**src/design/redriver_cfg_pkg.sv**
```systemverilog
// shared constants and types of the re-driver configuration and control block
// assumes one 200 MHz clock and pins already synchronous to it
package redriver_cfg_pkg;

  localparam int CLK_PERIOD_NS = 5;

  // configuration register indices, reached through the serial pointer byte
  localparam int         NUM_REGS    = 3;
  localparam logic [7:0] REG_CTRL    = 8'h00;
  localparam logic [7:0] REG_GROUP_A = 8'h01;
  localparam logic [7:0] REG_GROUP_B = 8'h02;

  // control register fields
  localparam int CTRL_LOOP_BACK_N = 0;
  localparam int CTRL_RESET_A_N   = 1;
  localparam int CTRL_RESET_B_N   = 2;
  localparam int CTRL_RX_DET_A    = 3;
  localparam int CTRL_RX_DET_B    = 4;

  // group register fields
  localparam int GRP_EQ_LSB    = 0;
  localparam int GRP_EMPH_LSB  = 3;
  localparam int GRP_SWING_LSB = 6;

  // reset values; all strap inputs have pull-ups
  localparam logic [7:0] CTRL_RESET  = 8'h1f;
  localparam logic [7:0] GROUP_RESET = 8'h00;

  // slave address: fixed part plus three strapped bits
  localparam logic [6:0] ADDR_BASE     = 7'h70;
  localparam int         ADDR_BIT0_POS = 0;
  localparam int         ADDR_BIT1_POS = 1;
  localparam int         ADDR_BIT4_POS = 4;

  // least time a receiver probe lasts, rounded up to whole cycles
  localparam int PROBE_TIME_NS = 500;
  localparam int PROBE_CYCLES  = (PROBE_TIME_NS + CLK_PERIOD_NS - 1) / CLK_PERIOD_NS;

  typedef enum logic [2:0] {
    I2C_IDLE = 3'b000,
    I2C_ADDR = 3'b001,
    I2C_ACK  = 3'b010,
    I2C_RX   = 3'b011,
    I2C_TX   = 3'b100,
    I2C_MACK = 3'b101
  } i2c_state_t;

  typedef enum logic [1:0] {
    DET_OFF   = 2'b00,
    DET_PROBE = 2'b01,
    DET_DONE  = 2'b10
  } det_state_t;

endpackage

```
**src/design/redriver_config_control.sv**
```systemverilog
// configuration and control of a four-lane re-driver: serial slave, strap capture,
// loopback, card present, standby and per-group receiver detect
// assumes SCL and SDA are sampled copies synchronous to CLK_IN; SDA is open drain
//
// What this block does
// RULE1: the slave address takes bits 0, 1 and 4 from three strap inputs.
// RULE2: with loop_back_n low, group A receive feeds both group A and group B transmit.
// RULE3: with loop_back_n high (pulled up) there is no loopback path.
// RULE4: with the source select low, serial writes change the configuration.
// RULE5: with the source select high, straps set the control register, the group registers hold and serial access is off.
// RULE6: at startup the strap levels are caught into the control register.
// RULE7: card_present_n low means a receiver exists and, with the bus enable high, enables all channels.
// RULE8: the bus enable input puts the device into low-power standby.
// RULE9: the source select is never latched; its present level gates serial access.
// RULE10: a group detect reset held low restarts that group's detect cycle.
// RULE11: detect runs only with card_present_n low; else termination goes weak.
// RULE12: writes arriving while straps are selected change no register.
`timescale 1ns/10ps
module redriver_config_control #(
  parameter logic [6:0] ADDR_BASE    = redriver_cfg_pkg::ADDR_BASE,
  parameter int         PROBE_CYCLES = redriver_cfg_pkg::PROBE_CYCLES
) (
  input  wire logic       CLK_IN,                      // 200 MHz clock
  input  wire logic       RSTN_IN,                     // async reset, active low
  input  wire logic       CE_IN,                       // clock enable, freezes all
  input  wire logic       SCL_IN,                      // serial clock level
  input  wire logic       SDA_IN,                      // serial data level
  output logic            SDA_OUT,                     // serial data out, always low
  output logic            SDA_OE_OUT,                  // high while pulling SDA low
  input  wire logic       SLAVE_ADDR_BIT0_IN,          // address strap bit 0
  input  wire logic       SLAVE_ADDR_BIT1_IN,          // address strap bit 1
  input  wire logic       SLAVE_ADDR_BIT4_IN,          // address strap bit 4
  input  wire logic       PIN_CONFIG_SEL_IN,           // 1 straps, 0 serial config
  input  wire logic       LOOP_BACK_N_IN,              // loopback strap, active low
  input  wire logic       CARD_PRESENT_N_IN,           // card present, active low
  input  wire logic       GROUP_A_DETECT_RESET_N_IN,   // group A detect reset
  input  wire logic       GROUP_B_DETECT_RESET_N_IN,   // group B detect reset
  input  wire logic       GROUP_A_RX_DETECT_EN_IN,     // group A detect enable strap
  input  wire logic       GROUP_B_RX_DETECT_EN_IN,     // group B detect enable strap
  input  wire logic       BUS_ENABLE_IN,               // 0 enters standby
  output logic            LOOPBACK_OUT,                // A rx drives A and B tx
  output logic            CHANNEL_ENABLE_OUT,          // all channels enabled
  output logic            STANDBY_OUT,                 // low-power standby
  output logic            TERM_ACTIVE_OUT,             // 0: input hi-z, output weak
  output logic            I2C_ENABLED_OUT,             // serial config access open
  output logic [7:0]      CTRL_REG_OUT,                // control register
  output logic [2:0]      EQ_A_OUT,                    // group A equalizer select
  output logic [2:0]      EMPH_A_OUT,                  // group A de-emphasis select
  output logic [1:0]      SWING_A_OUT,                 // group A swing select
  output logic [2:0]      EQ_B_OUT,                    // group B equalizer select
  output logic [2:0]      EMPH_B_OUT,                  // group B de-emphasis select
  output logic [1:0]      SWING_B_OUT,                 // group B swing select
  output logic [1:0]      DETECT_PROBING_OUT,          // per group, bit0 = A
  output logic [1:0]      DETECT_FOUND_OUT             // per group, bit0 = A
);

  typedef struct packed {
    logic                         captured;
    logic [2:0][7:0]              regs;
    redriver_cfg_pkg::i2c_state_t st;
    logic                         scl_q;
    logic                         sda_q;
    logic [2:0]                   cnt;
    logic                         full;
    logic [7:0]                   sh;
    logic                         rw;
    logic                         have_ptr;
    logic [7:0]                   ptr;
    logic                         sda_oe;
    logic                         loopback;
    logic                         chan_en;
    logic                         standby;
    logic                         term_active;
    logic                         i2c_en;
    logic [1:0]                   det_run;
  } state_t;

  state_t     s;
  state_t     next_s;
  logic [6:0] dev_addr;
  logic [7:0] strap_ctrl;
  logic [7:0] rd_data;
  logic       rise;
  logic       fall;
  logic       start_seen;
  logic       stop_seen;
  logic       serial_ok;

  always_comb begin
    dev_addr                = ADDR_BASE;
    dev_addr[redriver_cfg_pkg::ADDR_BIT0_POS] = SLAVE_ADDR_BIT0_IN; // RULE1
    dev_addr[redriver_cfg_pkg::ADDR_BIT1_POS] = SLAVE_ADDR_BIT1_IN; // RULE1
    dev_addr[redriver_cfg_pkg::ADDR_BIT4_POS] = SLAVE_ADDR_BIT4_IN; // RULE1
    strap_ctrl              = 8'h00;
    strap_ctrl[redriver_cfg_pkg::CTRL_LOOP_BACK_N] = LOOP_BACK_N_IN;
    strap_ctrl[redriver_cfg_pkg::CTRL_RESET_A_N]   = GROUP_A_DETECT_RESET_N_IN;
    strap_ctrl[redriver_cfg_pkg::CTRL_RESET_B_N]   = GROUP_B_DETECT_RESET_N_IN;
    strap_ctrl[redriver_cfg_pkg::CTRL_RX_DET_A]    = GROUP_A_RX_DETECT_EN_IN;
    strap_ctrl[redriver_cfg_pkg::CTRL_RX_DET_B]    = GROUP_B_RX_DETECT_EN_IN;
    // unmapped pointers read as zero
    rd_data = (s.ptr < 8'(redriver_cfg_pkg::NUM_REGS)) ? s.regs[s.ptr[1:0]] : 8'h00;
  end

  assign rise       = SCL_IN & ~s.scl_q;
  assign fall       = ~SCL_IN & s.scl_q;
  assign start_seen = s.scl_q & SCL_IN & s.sda_q & ~SDA_IN;
  assign stop_seen  = s.scl_q & SCL_IN & ~s.sda_q & SDA_IN;
  // live level, never latched, so a flip mid-transfer aborts it at once
  assign serial_ok  = ~PIN_CONFIG_SEL_IN; // RULE9

  always_comb begin
    next_s       = s;
    next_s.scl_q = SCL_IN;
    next_s.sda_q = SDA_IN;

    // serial slave
    if (!serial_ok || stop_seen) begin // RULE5
      next_s.st     = redriver_cfg_pkg::I2C_IDLE;
      next_s.sda_oe = 1'b0;
      next_s.full   = 1'b0;
    end else if (start_seen) begin
      next_s.st       = redriver_cfg_pkg::I2C_ADDR;
      next_s.cnt      = 3'h0;
      next_s.full     = 1'b0;
      next_s.have_ptr = 1'b0;
      next_s.sda_oe   = 1'b0;
    end else begin
      case (s.st)
        redriver_cfg_pkg::I2C_IDLE: begin
          next_s.sda_oe = 1'b0;
        end
        redriver_cfg_pkg::I2C_ADDR, redriver_cfg_pkg::I2C_RX: begin
          if (rise) begin
            next_s.sh  = {s.sh[6:0], SDA_IN};
            next_s.cnt = s.cnt + 3'h1;
            if (s.cnt == 3'h7) begin
              next_s.full = 1'b1;
            end
          end else if (fall && s.full) begin
            next_s.full = 1'b0;
            if (s.st == redriver_cfg_pkg::I2C_ADDR) begin
              if (s.sh[7:1] == dev_addr) begin // RULE1
                next_s.rw     = s.sh[0];
                next_s.sda_oe = 1'b1;
                next_s.st     = redriver_cfg_pkg::I2C_ACK;
              end else begin
                next_s.st = redriver_cfg_pkg::I2C_IDLE;
              end
            end else begin
              if (!s.have_ptr) begin
                next_s.ptr      = s.sh;
                next_s.have_ptr = 1'b1;
              end else begin
                next_s.ptr = s.ptr + 8'h01;
              end
              next_s.sda_oe = 1'b1;
              next_s.st     = redriver_cfg_pkg::I2C_ACK;
            end
          end
        end
        redriver_cfg_pkg::I2C_ACK: begin
          if (fall) begin
            next_s.cnt = 3'h0;
            if (s.rw) begin
              next_s.sh     = rd_data;
              next_s.sda_oe = ~rd_data[7];
              next_s.ptr    = s.ptr + 8'h01;
              next_s.st     = redriver_cfg_pkg::I2C_TX;
            end else begin
              next_s.sda_oe = 1'b0;
              next_s.st     = redriver_cfg_pkg::I2C_RX;
            end
          end
        end
        redriver_cfg_pkg::I2C_TX: begin
          if (fall) begin
            if (s.cnt == 3'h7) begin
              next_s.sda_oe = 1'b0;
              next_s.full   = 1'b0;
              next_s.st     = redriver_cfg_pkg::I2C_MACK;
            end else begin
              next_s.cnt    = s.cnt + 3'h1;
              next_s.sh     = {s.sh[6:0], 1'b0};
              next_s.sda_oe = ~s.sh[6];
            end
          end
        end
        redriver_cfg_pkg::I2C_MACK: begin
          if (rise) begin
            next_s.full = ~SDA_IN;
          end else if (fall) begin
            next_s.full = 1'b0;
            if (s.full) begin
              next_s.cnt    = 3'h0;
              next_s.sh     = rd_data;
              next_s.sda_oe = ~rd_data[7];
              next_s.ptr    = s.ptr + 8'h01;
              next_s.st     = redriver_cfg_pkg::I2C_TX;
            end else begin
              next_s.st = redriver_cfg_pkg::I2C_IDLE;
            end
          end
        end
        default: begin
          next_s.st     = redriver_cfg_pkg::I2C_IDLE;
          next_s.sda_oe = 1'b0;
        end
      endcase
    end

    // configuration registers; straps load the control register at startup and while selected
    if (!s.captured || PIN_CONFIG_SEL_IN) begin // RULE6 RULE5
      next_s.regs[redriver_cfg_pkg::REG_CTRL[1:0]] = strap_ctrl;
      next_s.captured                            = 1'b1;
    end else if (s.st == redriver_cfg_pkg::I2C_RX && fall && s.full && s.have_ptr &&
                 serial_ok && s.ptr < 8'(redriver_cfg_pkg::NUM_REGS)) begin // RULE4 RULE12
      next_s.regs[s.ptr[1:0]] = s.sh;
    end

    // control outputs follow one cycle later: loopback from the registers, detect run from the registers and pins, the rest from pins
    next_s.loopback    = ~s.regs[redriver_cfg_pkg::REG_CTRL[1:0]]
                           [redriver_cfg_pkg::CTRL_LOOP_BACK_N]; // RULE2 RULE3
    next_s.chan_en     = ~CARD_PRESENT_N_IN & BUS_ENABLE_IN; // RULE7
    next_s.standby     = ~BUS_ENABLE_IN; // RULE8
    next_s.term_active = ~CARD_PRESENT_N_IN; // RULE11
    next_s.i2c_en      = serial_ok; // RULE9
    next_s.det_run[0]  = ~CARD_PRESENT_N_IN & BUS_ENABLE_IN &
                         s.regs[redriver_cfg_pkg::REG_CTRL[1:0]]
                           [redriver_cfg_pkg::CTRL_RX_DET_A]; // RULE11
    next_s.det_run[1]  = ~CARD_PRESENT_N_IN & BUS_ENABLE_IN &
                         s.regs[redriver_cfg_pkg::REG_CTRL[1:0]]
                           [redriver_cfg_pkg::CTRL_RX_DET_B]; // RULE11
  end

  always_ff @(posedge CLK_IN or negedge RSTN_IN) begin
    if (!RSTN_IN) begin
      s          <= '0;
      s.regs[0]  <= redriver_cfg_pkg::CTRL_RESET;
      s.regs[1]  <= redriver_cfg_pkg::GROUP_RESET;
      s.regs[2]  <= redriver_cfg_pkg::GROUP_RESET;
      s.scl_q    <= 1'b1;
      s.sda_q    <= 1'b1;
      s.i2c_en   <= 1'b0;
      s.standby  <= 1'b1;
    end else if (CE_IN) begin
      s <= next_s;
    end
  end

  for (genvar g = 0; g < 2; g++) begin : grp
    redriver_rx_detect #(
      .PROBE_CYCLES (PROBE_CYCLES)
    ) u_det (
      .clk         (CLK_IN),
      .rst_n       (RSTN_IN),
      .ce          (CE_IN),
      .run         (s.det_run[g]),
      .det_reset_n (s.regs[0][redriver_cfg_pkg::CTRL_RESET_A_N + g]), // RULE10
      .probing     (DETECT_PROBING_OUT[g]),
      .found       (DETECT_FOUND_OUT[g])
    );
  end

  assign SDA_OUT            = 1'b0;
  assign SDA_OE_OUT         = s.sda_oe;
  assign LOOPBACK_OUT       = s.loopback;
  assign CHANNEL_ENABLE_OUT = s.chan_en;
  assign STANDBY_OUT        = s.standby;
  assign TERM_ACTIVE_OUT    = s.term_active;
  assign I2C_ENABLED_OUT    = s.i2c_en;
  assign CTRL_REG_OUT       = s.regs[0];
  assign EQ_A_OUT    = s.regs[1][redriver_cfg_pkg::GRP_EQ_LSB +: 3];
  assign EMPH_A_OUT  = s.regs[1][redriver_cfg_pkg::GRP_EMPH_LSB +: 3];
  assign SWING_A_OUT = s.regs[1][redriver_cfg_pkg::GRP_SWING_LSB +: 2];
  assign EQ_B_OUT    = s.regs[2][redriver_cfg_pkg::GRP_EQ_LSB +: 3];
  assign EMPH_B_OUT  = s.regs[2][redriver_cfg_pkg::GRP_EMPH_LSB +: 3];
  assign SWING_B_OUT = s.regs[2][redriver_cfg_pkg::GRP_SWING_LSB +: 2];

endmodule

```
**src/design/redriver_rx_detect.sv**
```systemverilog
// receiver detect sequencer for one group of four channels
// assumes run and det_reset_n are synchronous to clk
`timescale 1ns/10ps
module redriver_rx_detect #(
  parameter int PROBE_CYCLES = redriver_cfg_pkg::PROBE_CYCLES
) (
  input  wire logic clk,          // block clock
  input  wire logic rst_n,        // async reset, active low
  input  wire logic ce,           // clock enable
  input  wire logic run,          // card present, detect enabled, not standby
  input  wire logic det_reset_n,  // group detect reset, active low
  output logic      probing,      // probe in progress
  output logic      found         // probe complete, receiver seen
);

  typedef struct packed {
    redriver_cfg_pkg::det_state_t st;
    logic [15:0]                  cnt;
  } det_t;

  det_t s;
  det_t next_s;

  always_comb begin
    next_s = s;
    if (!run || !det_reset_n) begin // RULE10 RULE11
      next_s.st  = redriver_cfg_pkg::DET_OFF;
      next_s.cnt = 16'h0000;
    end else begin
      case (s.st)
        redriver_cfg_pkg::DET_OFF: begin
          next_s.st  = redriver_cfg_pkg::DET_PROBE;
          next_s.cnt = 16'h0000;
        end
        redriver_cfg_pkg::DET_PROBE: begin
          if (s.cnt == 16'(PROBE_CYCLES - 1)) begin
            next_s.st = redriver_cfg_pkg::DET_DONE;
          end else begin
            next_s.cnt = s.cnt + 16'h0001;
          end
        end
        redriver_cfg_pkg::DET_DONE: begin
          next_s.st = redriver_cfg_pkg::DET_DONE;
        end
        default: begin
          next_s.st = redriver_cfg_pkg::DET_OFF;
        end
      endcase
    end
  end

  always_ff @(posedge clk or negedge rst_n) begin
    if (!rst_n) begin
      s <= '{st: redriver_cfg_pkg::DET_OFF, cnt: 16'h0000};
    end else if (ce) begin
      s <= next_s;
    end
  end

  // probe and done codes each own one state bit, so both outputs are plain flops
  assign probing = s.st[0];
  assign found   = s.st[1];

endmodule

```
**config.mk**
```make
export PLATFORM = sky130hd
export DESIGN_NAME = redriver_config_control
export DESIGN_NICKNAME = d
export VERILOG_FILES = /design/src/design/redriver_cfg_pkg.sv /design/src/design/redriver_config_control.sv /design/src/design/redriver_rx_detect.sv
export SDC_FILE = /design/constraint.sdc
export NUM_CORES = 1
export LEC_CHECK = 0
export BUFFER_PORTS_ARGS = -buffer_cell sky130_fd_sc_hd__buf_2
export CORE_AREA = 10 10 142 112
export DETAILED_ROUTE_END_ITERATION = 16
export DIE_AREA = 0 0 152 122
export GPL_ROUTABILITY_DRIVEN = 0
export PLACE_DENSITY = 0.7
export SLEW_MARGIN = 20
export SYNTH_ARGS = -nofsm -noshare
export SYNTH_HDL_FRONTEND = slang
export SYNTH_SLANG_ARGS = --single-unit
```
**constraint.sdc**
```tcl
create_clock -name CLK_IN -period 3.21 [get_ports CLK_IN]
set_input_delay 0.1605 -clock CLK_IN [delete_from_list [all_inputs] [get_ports CLK_IN]]
set_output_delay 0.1605 -clock CLK_IN [all_outputs]
set_load 0.02 [all_outputs]
```
Word level (Yosys, flattened, before mapping). Cells that the tools add are included.

Add/sub/neg operators: 4. Reduce and logical (&&, ||, !) cells: 44. Bitwise gates (word level): 24. Multipliers: 0. Divide/modulo/power cells: 0. Equality and inequality tests: 50. Shift operators: 0. Order comparisons: 3. Muxes and demuxes: 75.

Operator list (count): $mux W8 (13); $pmux W16 S2 (2); $mux W3 (17); $mux W9 (5); $mux W18 (2); $add A16 B1 Y16 const B (2); $eq A16 B7 Y1 const B (2); $mux W16 (2); $ne A4 B4 Y1 const B (8); $pmux W8 S4 (1); $bwmux W24 (1); $mux W12 (2); $ne A2 B2 Y1 const B (12); $ne A3 B3 Y1 const B (8); $pmux W8 S3 (1); $reduce_and A12 Y1 (2); $mux W10 (2); $ne A5 B5 Y1 const B (4); $reduce_and A9 Y1 (2); $bmux W8 S2 (1); $demux W8 S2 (1); $mux W1 (15); $pmux W3 S5 (1); $not A1 Y1 (14); other kinds (37) (80).

Latch bits: 0. Word-level logic and storage cells: 224. ROM bits: 0. Register bits: 96. Output and inout port bits: 35. Memories kept: 0. Memory bits (writable): 0. Input port bits: 16.

Depth between registers and ports, before layout. Gate-level depths: netlist of the first run.

Depth in word-level cells: 10. Mapped depth: 9. Mapped depth without buffers: 7.

Modules after synthesis. Synthesis of the first run repeated with hierarchy kept, for this count alone.

Cells, all modules: 629. Area, all modules: 5950.7 um^2.

Modules (own cells, without submodules): redriver_config_control (times used 1, area each 3702.3 um^2, cells each 388, sequential area each 1511.4 um^2); redriver_rx_detect (grp[0].u_det) (times used 1, area each 1132.3 um^2, cells each 120, sequential area each 450.4 um^2); redriver_rx_detect (grp[1].u_det) (times used 1, area each 1116.1 um^2, cells each 121, sequential area each 450.4 um^2).

Worst setup path before layout of the first run. OpenSTA, ideal clock, no wires.

Path type: reg2reg. Start point: reg s[31] (netlist bit). End point: reg s[32] (netlist bit). Clock period less this slack: 2030 ps. Library setup time: 125 ps. Stages on the path, launching flop included: 8. Data arrival time: 1905 ps. Required time: 3085 ps. Path slack: 1180 ps. Buffers on the path: 1. Cells stage by stage: dfstp_2 inv_1 ha_1 clkbuf_1 and3b_1 a221oi_1 o32ai_2 mux2_2.

Word-level cells in the longest chain between the ends: 6. Elaborated cells on any way between the ends: 21. Those cells by class: eq/ne: 8; mux: 2; bitwise: 8; reduce/logical: 3.

Ends and longest elaborated chain: start, declared (RTL line redriver_config_control.sv:78) `state_t s;`; start signal, assigned (RTL line redriver_config_control.sv:246) `s <= next_s;`; $and A1 B1 Y1 (RTL line redriver_config_control.sv:106, redriver_config_control.sv:107); $and A1 B1 Y1 (2 in a row) (RTL line redriver_config_control.sv:107) `assign stop_seen = s.scl_q & SCL_IN & ~s.sda_q & SDA_IN;`; $logic_or A1 B1 Y1 (RTL line redriver_config_control.sv:117) `if (!serial_ok || stop_seen) begin`; $ne A4 B4 Y1 (no line) or $ne A3 B3 Y1 (tied branches); $reduce_and A9 Y1 (no line).

Several ways; a longest one is shown, not always the timed one. A chain may end at the register's enable or synchronous reset.

Worst setup path in the final report of the first run.
Start point: reg s[8] (netlist bit). End point: reg s (netlist bit EMPH_B_OUT[0]).

Word-level cells in the longest chain between the ends: 5. Elaborated cells on any way between the ends: 9. Those cells by class: order compare: 3; mux: 3; reduce/logical: 3.

Ends and longest elaborated chain: $lt A2 B3 Y1 (not written as such) or $ge A2 B1 Y1 (tied branches) (RTL line redriver_config_control.sv:217) `next_s.regs[s.ptr[1:0]] = s.sh;`; $logic_and A1 B1 Y1 (not written as such) (RTL line redriver_config_control.sv:217); $mux W8 (not written as such) (RTL line redriver_config_control.sv:217); $demux W8 S2 (RTL line redriver_config_control.sv:217); $bwmux W24 (RTL line redriver_config_control.sv:217).

Several ways; a longest one is shown, not always the timed one.

==> impl_results.md, run 1 <==
* Initial DRC count at 434
* Max FO, Critical Path at 15
* Die footprint at 0.01854 mm²
* Sw Share at 25.58%
* First-pass GRT wire length at 23750 µm
* Sequential power share at between 40% and 50%
* Core ar. at 0.01324 mm²
* Clock Sink Count at 96
* Synth top area share at a little under two fifths
* Area delta synth->final at 8.371%
* DR pass1 iterations at 5
* DIE WIDTH at 152 µm
* Most frequent cells in the layout: 88 x dfrtp_1, 63 x nand2_1, 59 x o21ai_0
* Area leader, netlist: dfrtp_1
* Layout net count at 657
* Flip-flop and latch area at 0.002412 mm²
* GR Overflow Total at 0
* Filler Cells Inserted at 1240
* Final antenna-violating net count at 0
* Leak at roughly 0.0027 µW
* Synthesized area per cell at 9.396 µm²
* Hpwl dp at 10370 µm
* DRC violations left at 0
* Min-delay worst type: in2reg
* Count of buffers from port buffering at 49
* Ant. Diodes at 0
* PostCTS Resize Cnt at 0
* Logic pwr share at 8.8%
* Initial Utilization at 43.57%
* CP Class: reg2reg
* Final worst path period share at approximately 73%
* Syn_nets at between 600 and 700
* DR WL/cell at 18.01 µm
* Synth Instances at 614
* Yosys reg bits at 96
* Synth Flop Type: dfrtp_1
* Sequential share of the synthesized area at 41.81%
* Post-synth EDFFs at 0
* Std-Cell Rows at 37
* CTS tree: built
* Vias in the first global route at 4500
* WL final at 14480 µm
* GRT Util Overall at 15.08%
* Largest net degree at the start of global routing at 57
* Antenna violations before repair at 0
* CP Data Arrival Time at 2.57 ns
* DR vias/cell at 5.949
* IR drop worst, VDD at 230.7 µV
* Internal power at between 1500 and 2000 µW
* Die height at 122 µm
* Pins Over Slew Limit at 0
* Multi-input gate area at 0.002944 mm²
* Power Dens Cells at between 400 and 500 mW/mm²
* Skew final at 0.009579 ns
* I/O Pins at 51
* Rel. slew slack at 46.96%
* Post-Syn Area at 0.005769 mm²
* CTS Buf Count at 9
* CTS root buffer: clkbuf_16
* Asr flop ratio synth at 100.0%
* Setup violators final at 0
* Worst EP required at 3.44 ns
* Clk pwr share at 42.4%
* Max-Cap Viols at 0
* Final hold violation count at 0
* Status: finished, final reports clean
* Unrepaired setup endpoints after global routing: no
* Share of cells above drive strength 1 at 19.40%
* H-Tree Depth at 3
* Power, Total at 2681 µW
* Syn. warnings at 0
* Worst skew pair latency at around 0.34 ns
* Worst-Margin Slew at 0.7884 ns
* Commonest non-fill, non-tap cell in the layout: dfrtp_1
* Synth top area cells: dfrtp_1 38%, mux2_2 5.9%, o21ai_0 5.1%, nand2_1 4.1%, buf_4 4.0%
* Type of origin of the critical path: flip-flop
* Fmax at approximately 430 MHz
* Clock slew at reported path FFs at approximately 0.07 ns
* Vias at 4783
* Worst setup EP type: flip-flop
* Yosys cell types at 75
* TNS Setup at 0 ns
* Clock tree buffer depth at 2
* Final min period at 2.342 ns
* P_sw at 685.7 µW
worst max-delay path, cell delays in order (launching register included):
cell and delay [ns]:
dfrtp_1 0.61, ha_1 0.36, nor4_1 0.17, nand2_1 0.22
nor3_2 0.24, nand2_1 0.27, mux2_2 0.36
through the flow:
step	cells	setup WS, ns	util (%)	instance area, µm²	hold slack (ns)
after floorplan	614	1.180	-	5769	-0.1351
after global placement	786	0.9710	44.69	5917	0.2605
after detailed placement	786	0.9028	44.69	5917	0.2694
after CTS	804	0.8813	47.22	6252	0.02820
after global routing	804	0.6977	47.22	6252	0.03460
final	804	0.8680	47.22	6252	0.04124
cell usage after synthesis (all sizes together) (13+ instances only):
master / n
dfrtp: 88
nand2: 63
o21ai: 61
buf: 42
nor2: 34
mux2: 30
nand3: 30
a21oi: 25
inv: 19
ha: 17
clkbuf: 13
nand4: 13
o31ai: 13
layer usage:
metal  vias up  track usage, %  share of wire, %
li1       2241               -                 -
met1      2333           21.19                46
met2       191           23.29                46
met3        18           2.676               6.5
met4         0           4.382               1.6
met5         -               0                 0
final timing paths:
check,to,slack (ns),cells after the start,start
worst max-delay path,EMPH_B_OUT[0],0.87,6,s[8]
worst min register to register,grp[0].u_det.s[15],0.50,1,grp[0].u_det.s[15]
worst min-delay path,TERM_ACTIVE_OUT,0.04,2,CARD_PRESENT_N_IN
worst max register to register,EMPH_B_OUT[0],0.87,6,s[8]
max in group asynchronous,CTRL_REG_OUT[2],1.95,3,RSTN_IN
min in group asynchronous,grp[1].u_det.s[13],0.41,2,RSTN_IN
final cells by class:
cell class                 instances  area share, %
clock buffer                      12          4.102
clock inverter                     4         0.9406
inverter                          19          1.141
multi-input combinational        444          47.09
sequential                        96          38.58
tap                              175          3.502
timing repair buffer              54          4.643
cell families (layout without fill, tap and decap cells):
| family | Yosys count | after routing | share of synthesized area (%) |
|---|---|---|---|
| AOI/OAI and AO/OA | 160 | 160 | 18.41 |
| buffers and inverters | 74 | 89 | 7.157 |
| DFF | 96 | 96 | 41.81 |
| other | 1 | 1 | 0.06500 |
| and+or+nand+nor | 219 | 219 | 20.17 |
| muxes | 42 | 42 | 7.938 |
| adders and majority gates | 17 | 17 | 3.687 |
| xor gates and xnor gates | 5 | 5 | 0.7590 |
flip-flops by register name (all words and copies together), names as in the netlist:
signal	cells
EMPH_B_OUT	3
SWING_A_OUT	2
EQ_B_OUT	3
grp.u_det.found	2
TERM_ACTIVE_OUT	1
EMPH_A_OUT	3
s	30
grp.u_det.probing	2
grp.u_det.s	32
LOOPBACK_OUT	1
SWING_B_OUT	2
SDA_OE_OUT	1
EQ_A_OUT	3
CHANNEL_ENABLE_OUT	1
I2C_ENABLED_OUT	1
STANDBY_OUT	1
CTRL_REG_OUT	8
power groups by stage:
stage,sequential [µW],clock [µW],combinational (µW)
after floorplan,1310,0,160
after global placement,1330,0,227
after detailed placement,1330,0,237
after CTS,1310,1150,240
after global routing,1310,1190,264
final,1310,1140,236
repair_timing:
action | CTS | global route
hold buffers | 2 | 0
buffers inserted | 0 | 0
endpoints found under the hold margin | 53 | 0
endpoints found under the setup margin | 0 | 0
Note: power is estimated with default switching activity, not from simulation.
==> inputs of run 2 (changes only) <==
==> constraint.sdc (replaced) <==
create_clock -name CLK_IN -period 2.27 [get_ports CLK_IN]
set_input_delay 0.1135 -clock CLK_IN [delete_from_list [all_inputs] [get_ports CLK_IN]]
set_output_delay 0.1135 -clock CLK_IN [all_outputs]
set_load 0.02 [all_outputs]
==> impl_results.md, run 2 (same netlist as run 1, synthesis figures left out) <==
* Layout net count at 685 (was 657)
* CTS Buf Count at 9 (unchanged)
* Pins Over Slew Limit at 0 (unchanged)
* Logic pwr share at 10.1% (was 8.8%)
* DR vias/cell at 5.888 (was 5.949)
* GR Overflow Total at 0 (unchanged)
* Skew final at 0.009659 ns (was 0.009579 ns)
* Hpwl dp at 10930 µm (was 10370 µm)
* Final worst path period share at 96.37% (was 72.96%)
* Max-Cap Viols at 0 (unchanged)
* Internal power at 2706 µW (was 1995 µW)
* Final min period at 2.188 ns (was 2.342 ns)
* Initial Utilization at 43.57% (unchanged)
* Setup violators final at 0 (unchanged)
* Final antenna-violating net count at 0 (unchanged)
* Worst-Margin Slew at 0.6359 ns (was 0.7884 ns)
* Clock slew at reported path FFs at 0.07 ns (about the same)
* Sequential power share at 49.5% (was 48.7%)
* CTS root buffer: clkbuf_16 (unchanged)
* Type of origin of the critical path: flip-flop (unchanged)
* Power, Total at 3715 µW (was 2681 µW)
* DRC violations left at 0 (unchanged)
* DIE WIDTH at 152 µm (unchanged)
* Core ar. at 0.01324 mm² (unchanged)
* Fmax at 457.1 MHz (was 427.0 MHz)
* Largest net degree at the start of global routing at 47 (was 57)
* Final core utilization at 48.83% (was 47.22%)
* GRT Util Overall at 16.27% (was 15.08%)
* Max FO, Critical Path at 8 (was 15)
* CP Class: reg2reg (unchanged)
* Area delta synth->final at 12.06% (was 8.371%)
* Die footprint at 0.01854 mm² (unchanged)
* Clock Sink Count at 96 (unchanged)
* Critical R2R Launch: s[31] (was s[8])
* Reg2reg setup slack at 0.08 ns (was 0.87 ns)
* Multi-input gate area at 0.002945 mm² (was 0.002944 mm²)
* Vias in the first global route at 4766 (was 4500)
* CTS tree: built (unchanged)
* Reg2reg path depth at 6 (unchanged)
* I/O Pins at 51 (unchanged)
* IR drop worst, VDD at 401.7 µV (was 230.7 µV)
* DR pass1 iterations at 5 (unchanged)
* Antenna violations before repair at 1 (was 0)
* RR Endpoint: EQ_B_OUT[1] (was EMPH_B_OUT[0])
* Sw Share at 27.16% (was 25.58%)
* Top reg by flops: grp.u_det.s (unchanged)
* CP Data Arrival Time at 2.43 ns (was 2.57 ns)
* First-pass GRT wire length at 25000 µm (was 23750 µm)
* Filler Cells Inserted at 1231 (was 1240)
* Initial DRC count at 399 (was 434)
* WL final at 14970 µm (was 14480 µm)
* Share of cells above drive strength 1 at 22.37% (was 19.40%)
* Ant. Diodes at 0 (unchanged)
* WHS Endpoint: CTRL_REG_OUT[2] (was TERM_ACTIVE_OUT)
* Worst setup EP type: flip-flop (unchanged)
* Status: finished, final reports clean (unchanged)
* P_sw at 1009 µW (was 685.7 µW)
* Rel. slew slack at 57.16% (was 46.96%)
* Die height at 122 µm (unchanged)
* Unrepaired setup endpoints after global routing: yes (was no)
* Most frequent cells in the layout: 88 x dfrtp_1, 63 x nand2_1, 59 x o21ai_0 (unchanged)
* Power Dens Cells at 574.7 mW/mm² (was 428.7 mW/mm²)
* Commonest non-fill, non-tap cell in the layout: dfrtp_1 (unchanged)
* Final hold violation count at 0 (unchanged)
* Worst EP required at 2.51 ns (was 3.44 ns)
* Worst hold start: GROUP_B_DETECT_RESET_N_IN (was CARD_PRESENT_N_IN)
* Min-delay worst type: in2reg (unchanged)
* Count of buffers from port buffering at 49 (unchanged)
* DR WL/cell at 18.00 µm (was 18.01 µm)
* Std-Cell Rows at 37 (unchanged)
* Leak at 0.002862 µW (was 0.002734 µW)
* H-Tree Depth at 3 (unchanged)
* Clock tree buffer depth at 2 (unchanged)
* Flip-flop and latch area at 0.002412 mm² (unchanged)
* Vias at 4899 (was 4783)
* Clk pwr share at 40.4% (was 42.4%)
* Max reg flops at 32 (unchanged)
* Worst skew pair latency at 0.36 ns (was 0.34 ns)
* Hold depth at 3 (was 2)
* Crit path launch: s[31] (was s[8])
## run 2: layout make-up
type	count	area share (%)
Tap cell	175	3.387
Multi-Input combinational cell	444	45.56
Sequential cell	96	37.31
Clock inverter	6	0.8129
Clock buffer	10	3.697
Inverter	19	1.103
Timing Repair Buffer	82	8.129
## run 2: power by group through the flow
stage               clock network, µW  logic [µW]  registers, µW
floorplan                           0         226           1860
global placement                    0         357           1860
detailed placement                  0         368           1870
CTS                              1540         379           1840
global route                     1620         420           1840
finish                           1500         376           1840
## run 2: critical path, cell delays in order (launching register included)
cell	delay, ns
dfstp_2	0.55
ha_1	0.25
and4b_1	0.24
nand4_1	0.20
nor3_2	0.23
nand2_1	0.26
mux2_2	0.34
## run 2: through the flow
stage	hold WS, ns	worst slack (ns)	instance area [µm²]	TNS, ns	std cells
final	0.03282	0.08240	6465	0	832
after global routing	0.009974	-0.09539	6465	-1.366	832
after CTS	0.006900	0.08545	6464	0	832
after detailed placement	0.1749	0.09917	6102	0	809
after global placement	0.1655	0.1918	6102	0	809
after floorplan	-0.1821	0.2399	5769	0	614
## run 2: timing repair
action,4_1_cts,5_1_grt
gates resized for setup,0,1
endpoints found under the setup margin,0,17
hold buffers,7,0
endpoints found under the hold margin,46,0
setup buffers,0,0
## run 2: routing by layer
layer	wire (µm)	up-vias	global-route usage, %	share of wire (%)
li1	-	2295	-	-
met1	6943	2414	22.02	46
met4	219	2	4.922	1.5
met5	13	-	0	0.087
met2	6850	169	25.11	46
met3	947	19	4.225	6.3
## run 2: worst max-delay path by stage
stage	end	depth (start not counted)
floorplan	s[32]	7
global placement	EMPH_A_OUT[0]	6
detailed placement	SWING_B_OUT[0]	6
CTS	EQ_B_OUT[1]	6
global route	SWING_B_OUT[0]	6
finish	EQ_B_OUT[1]	6
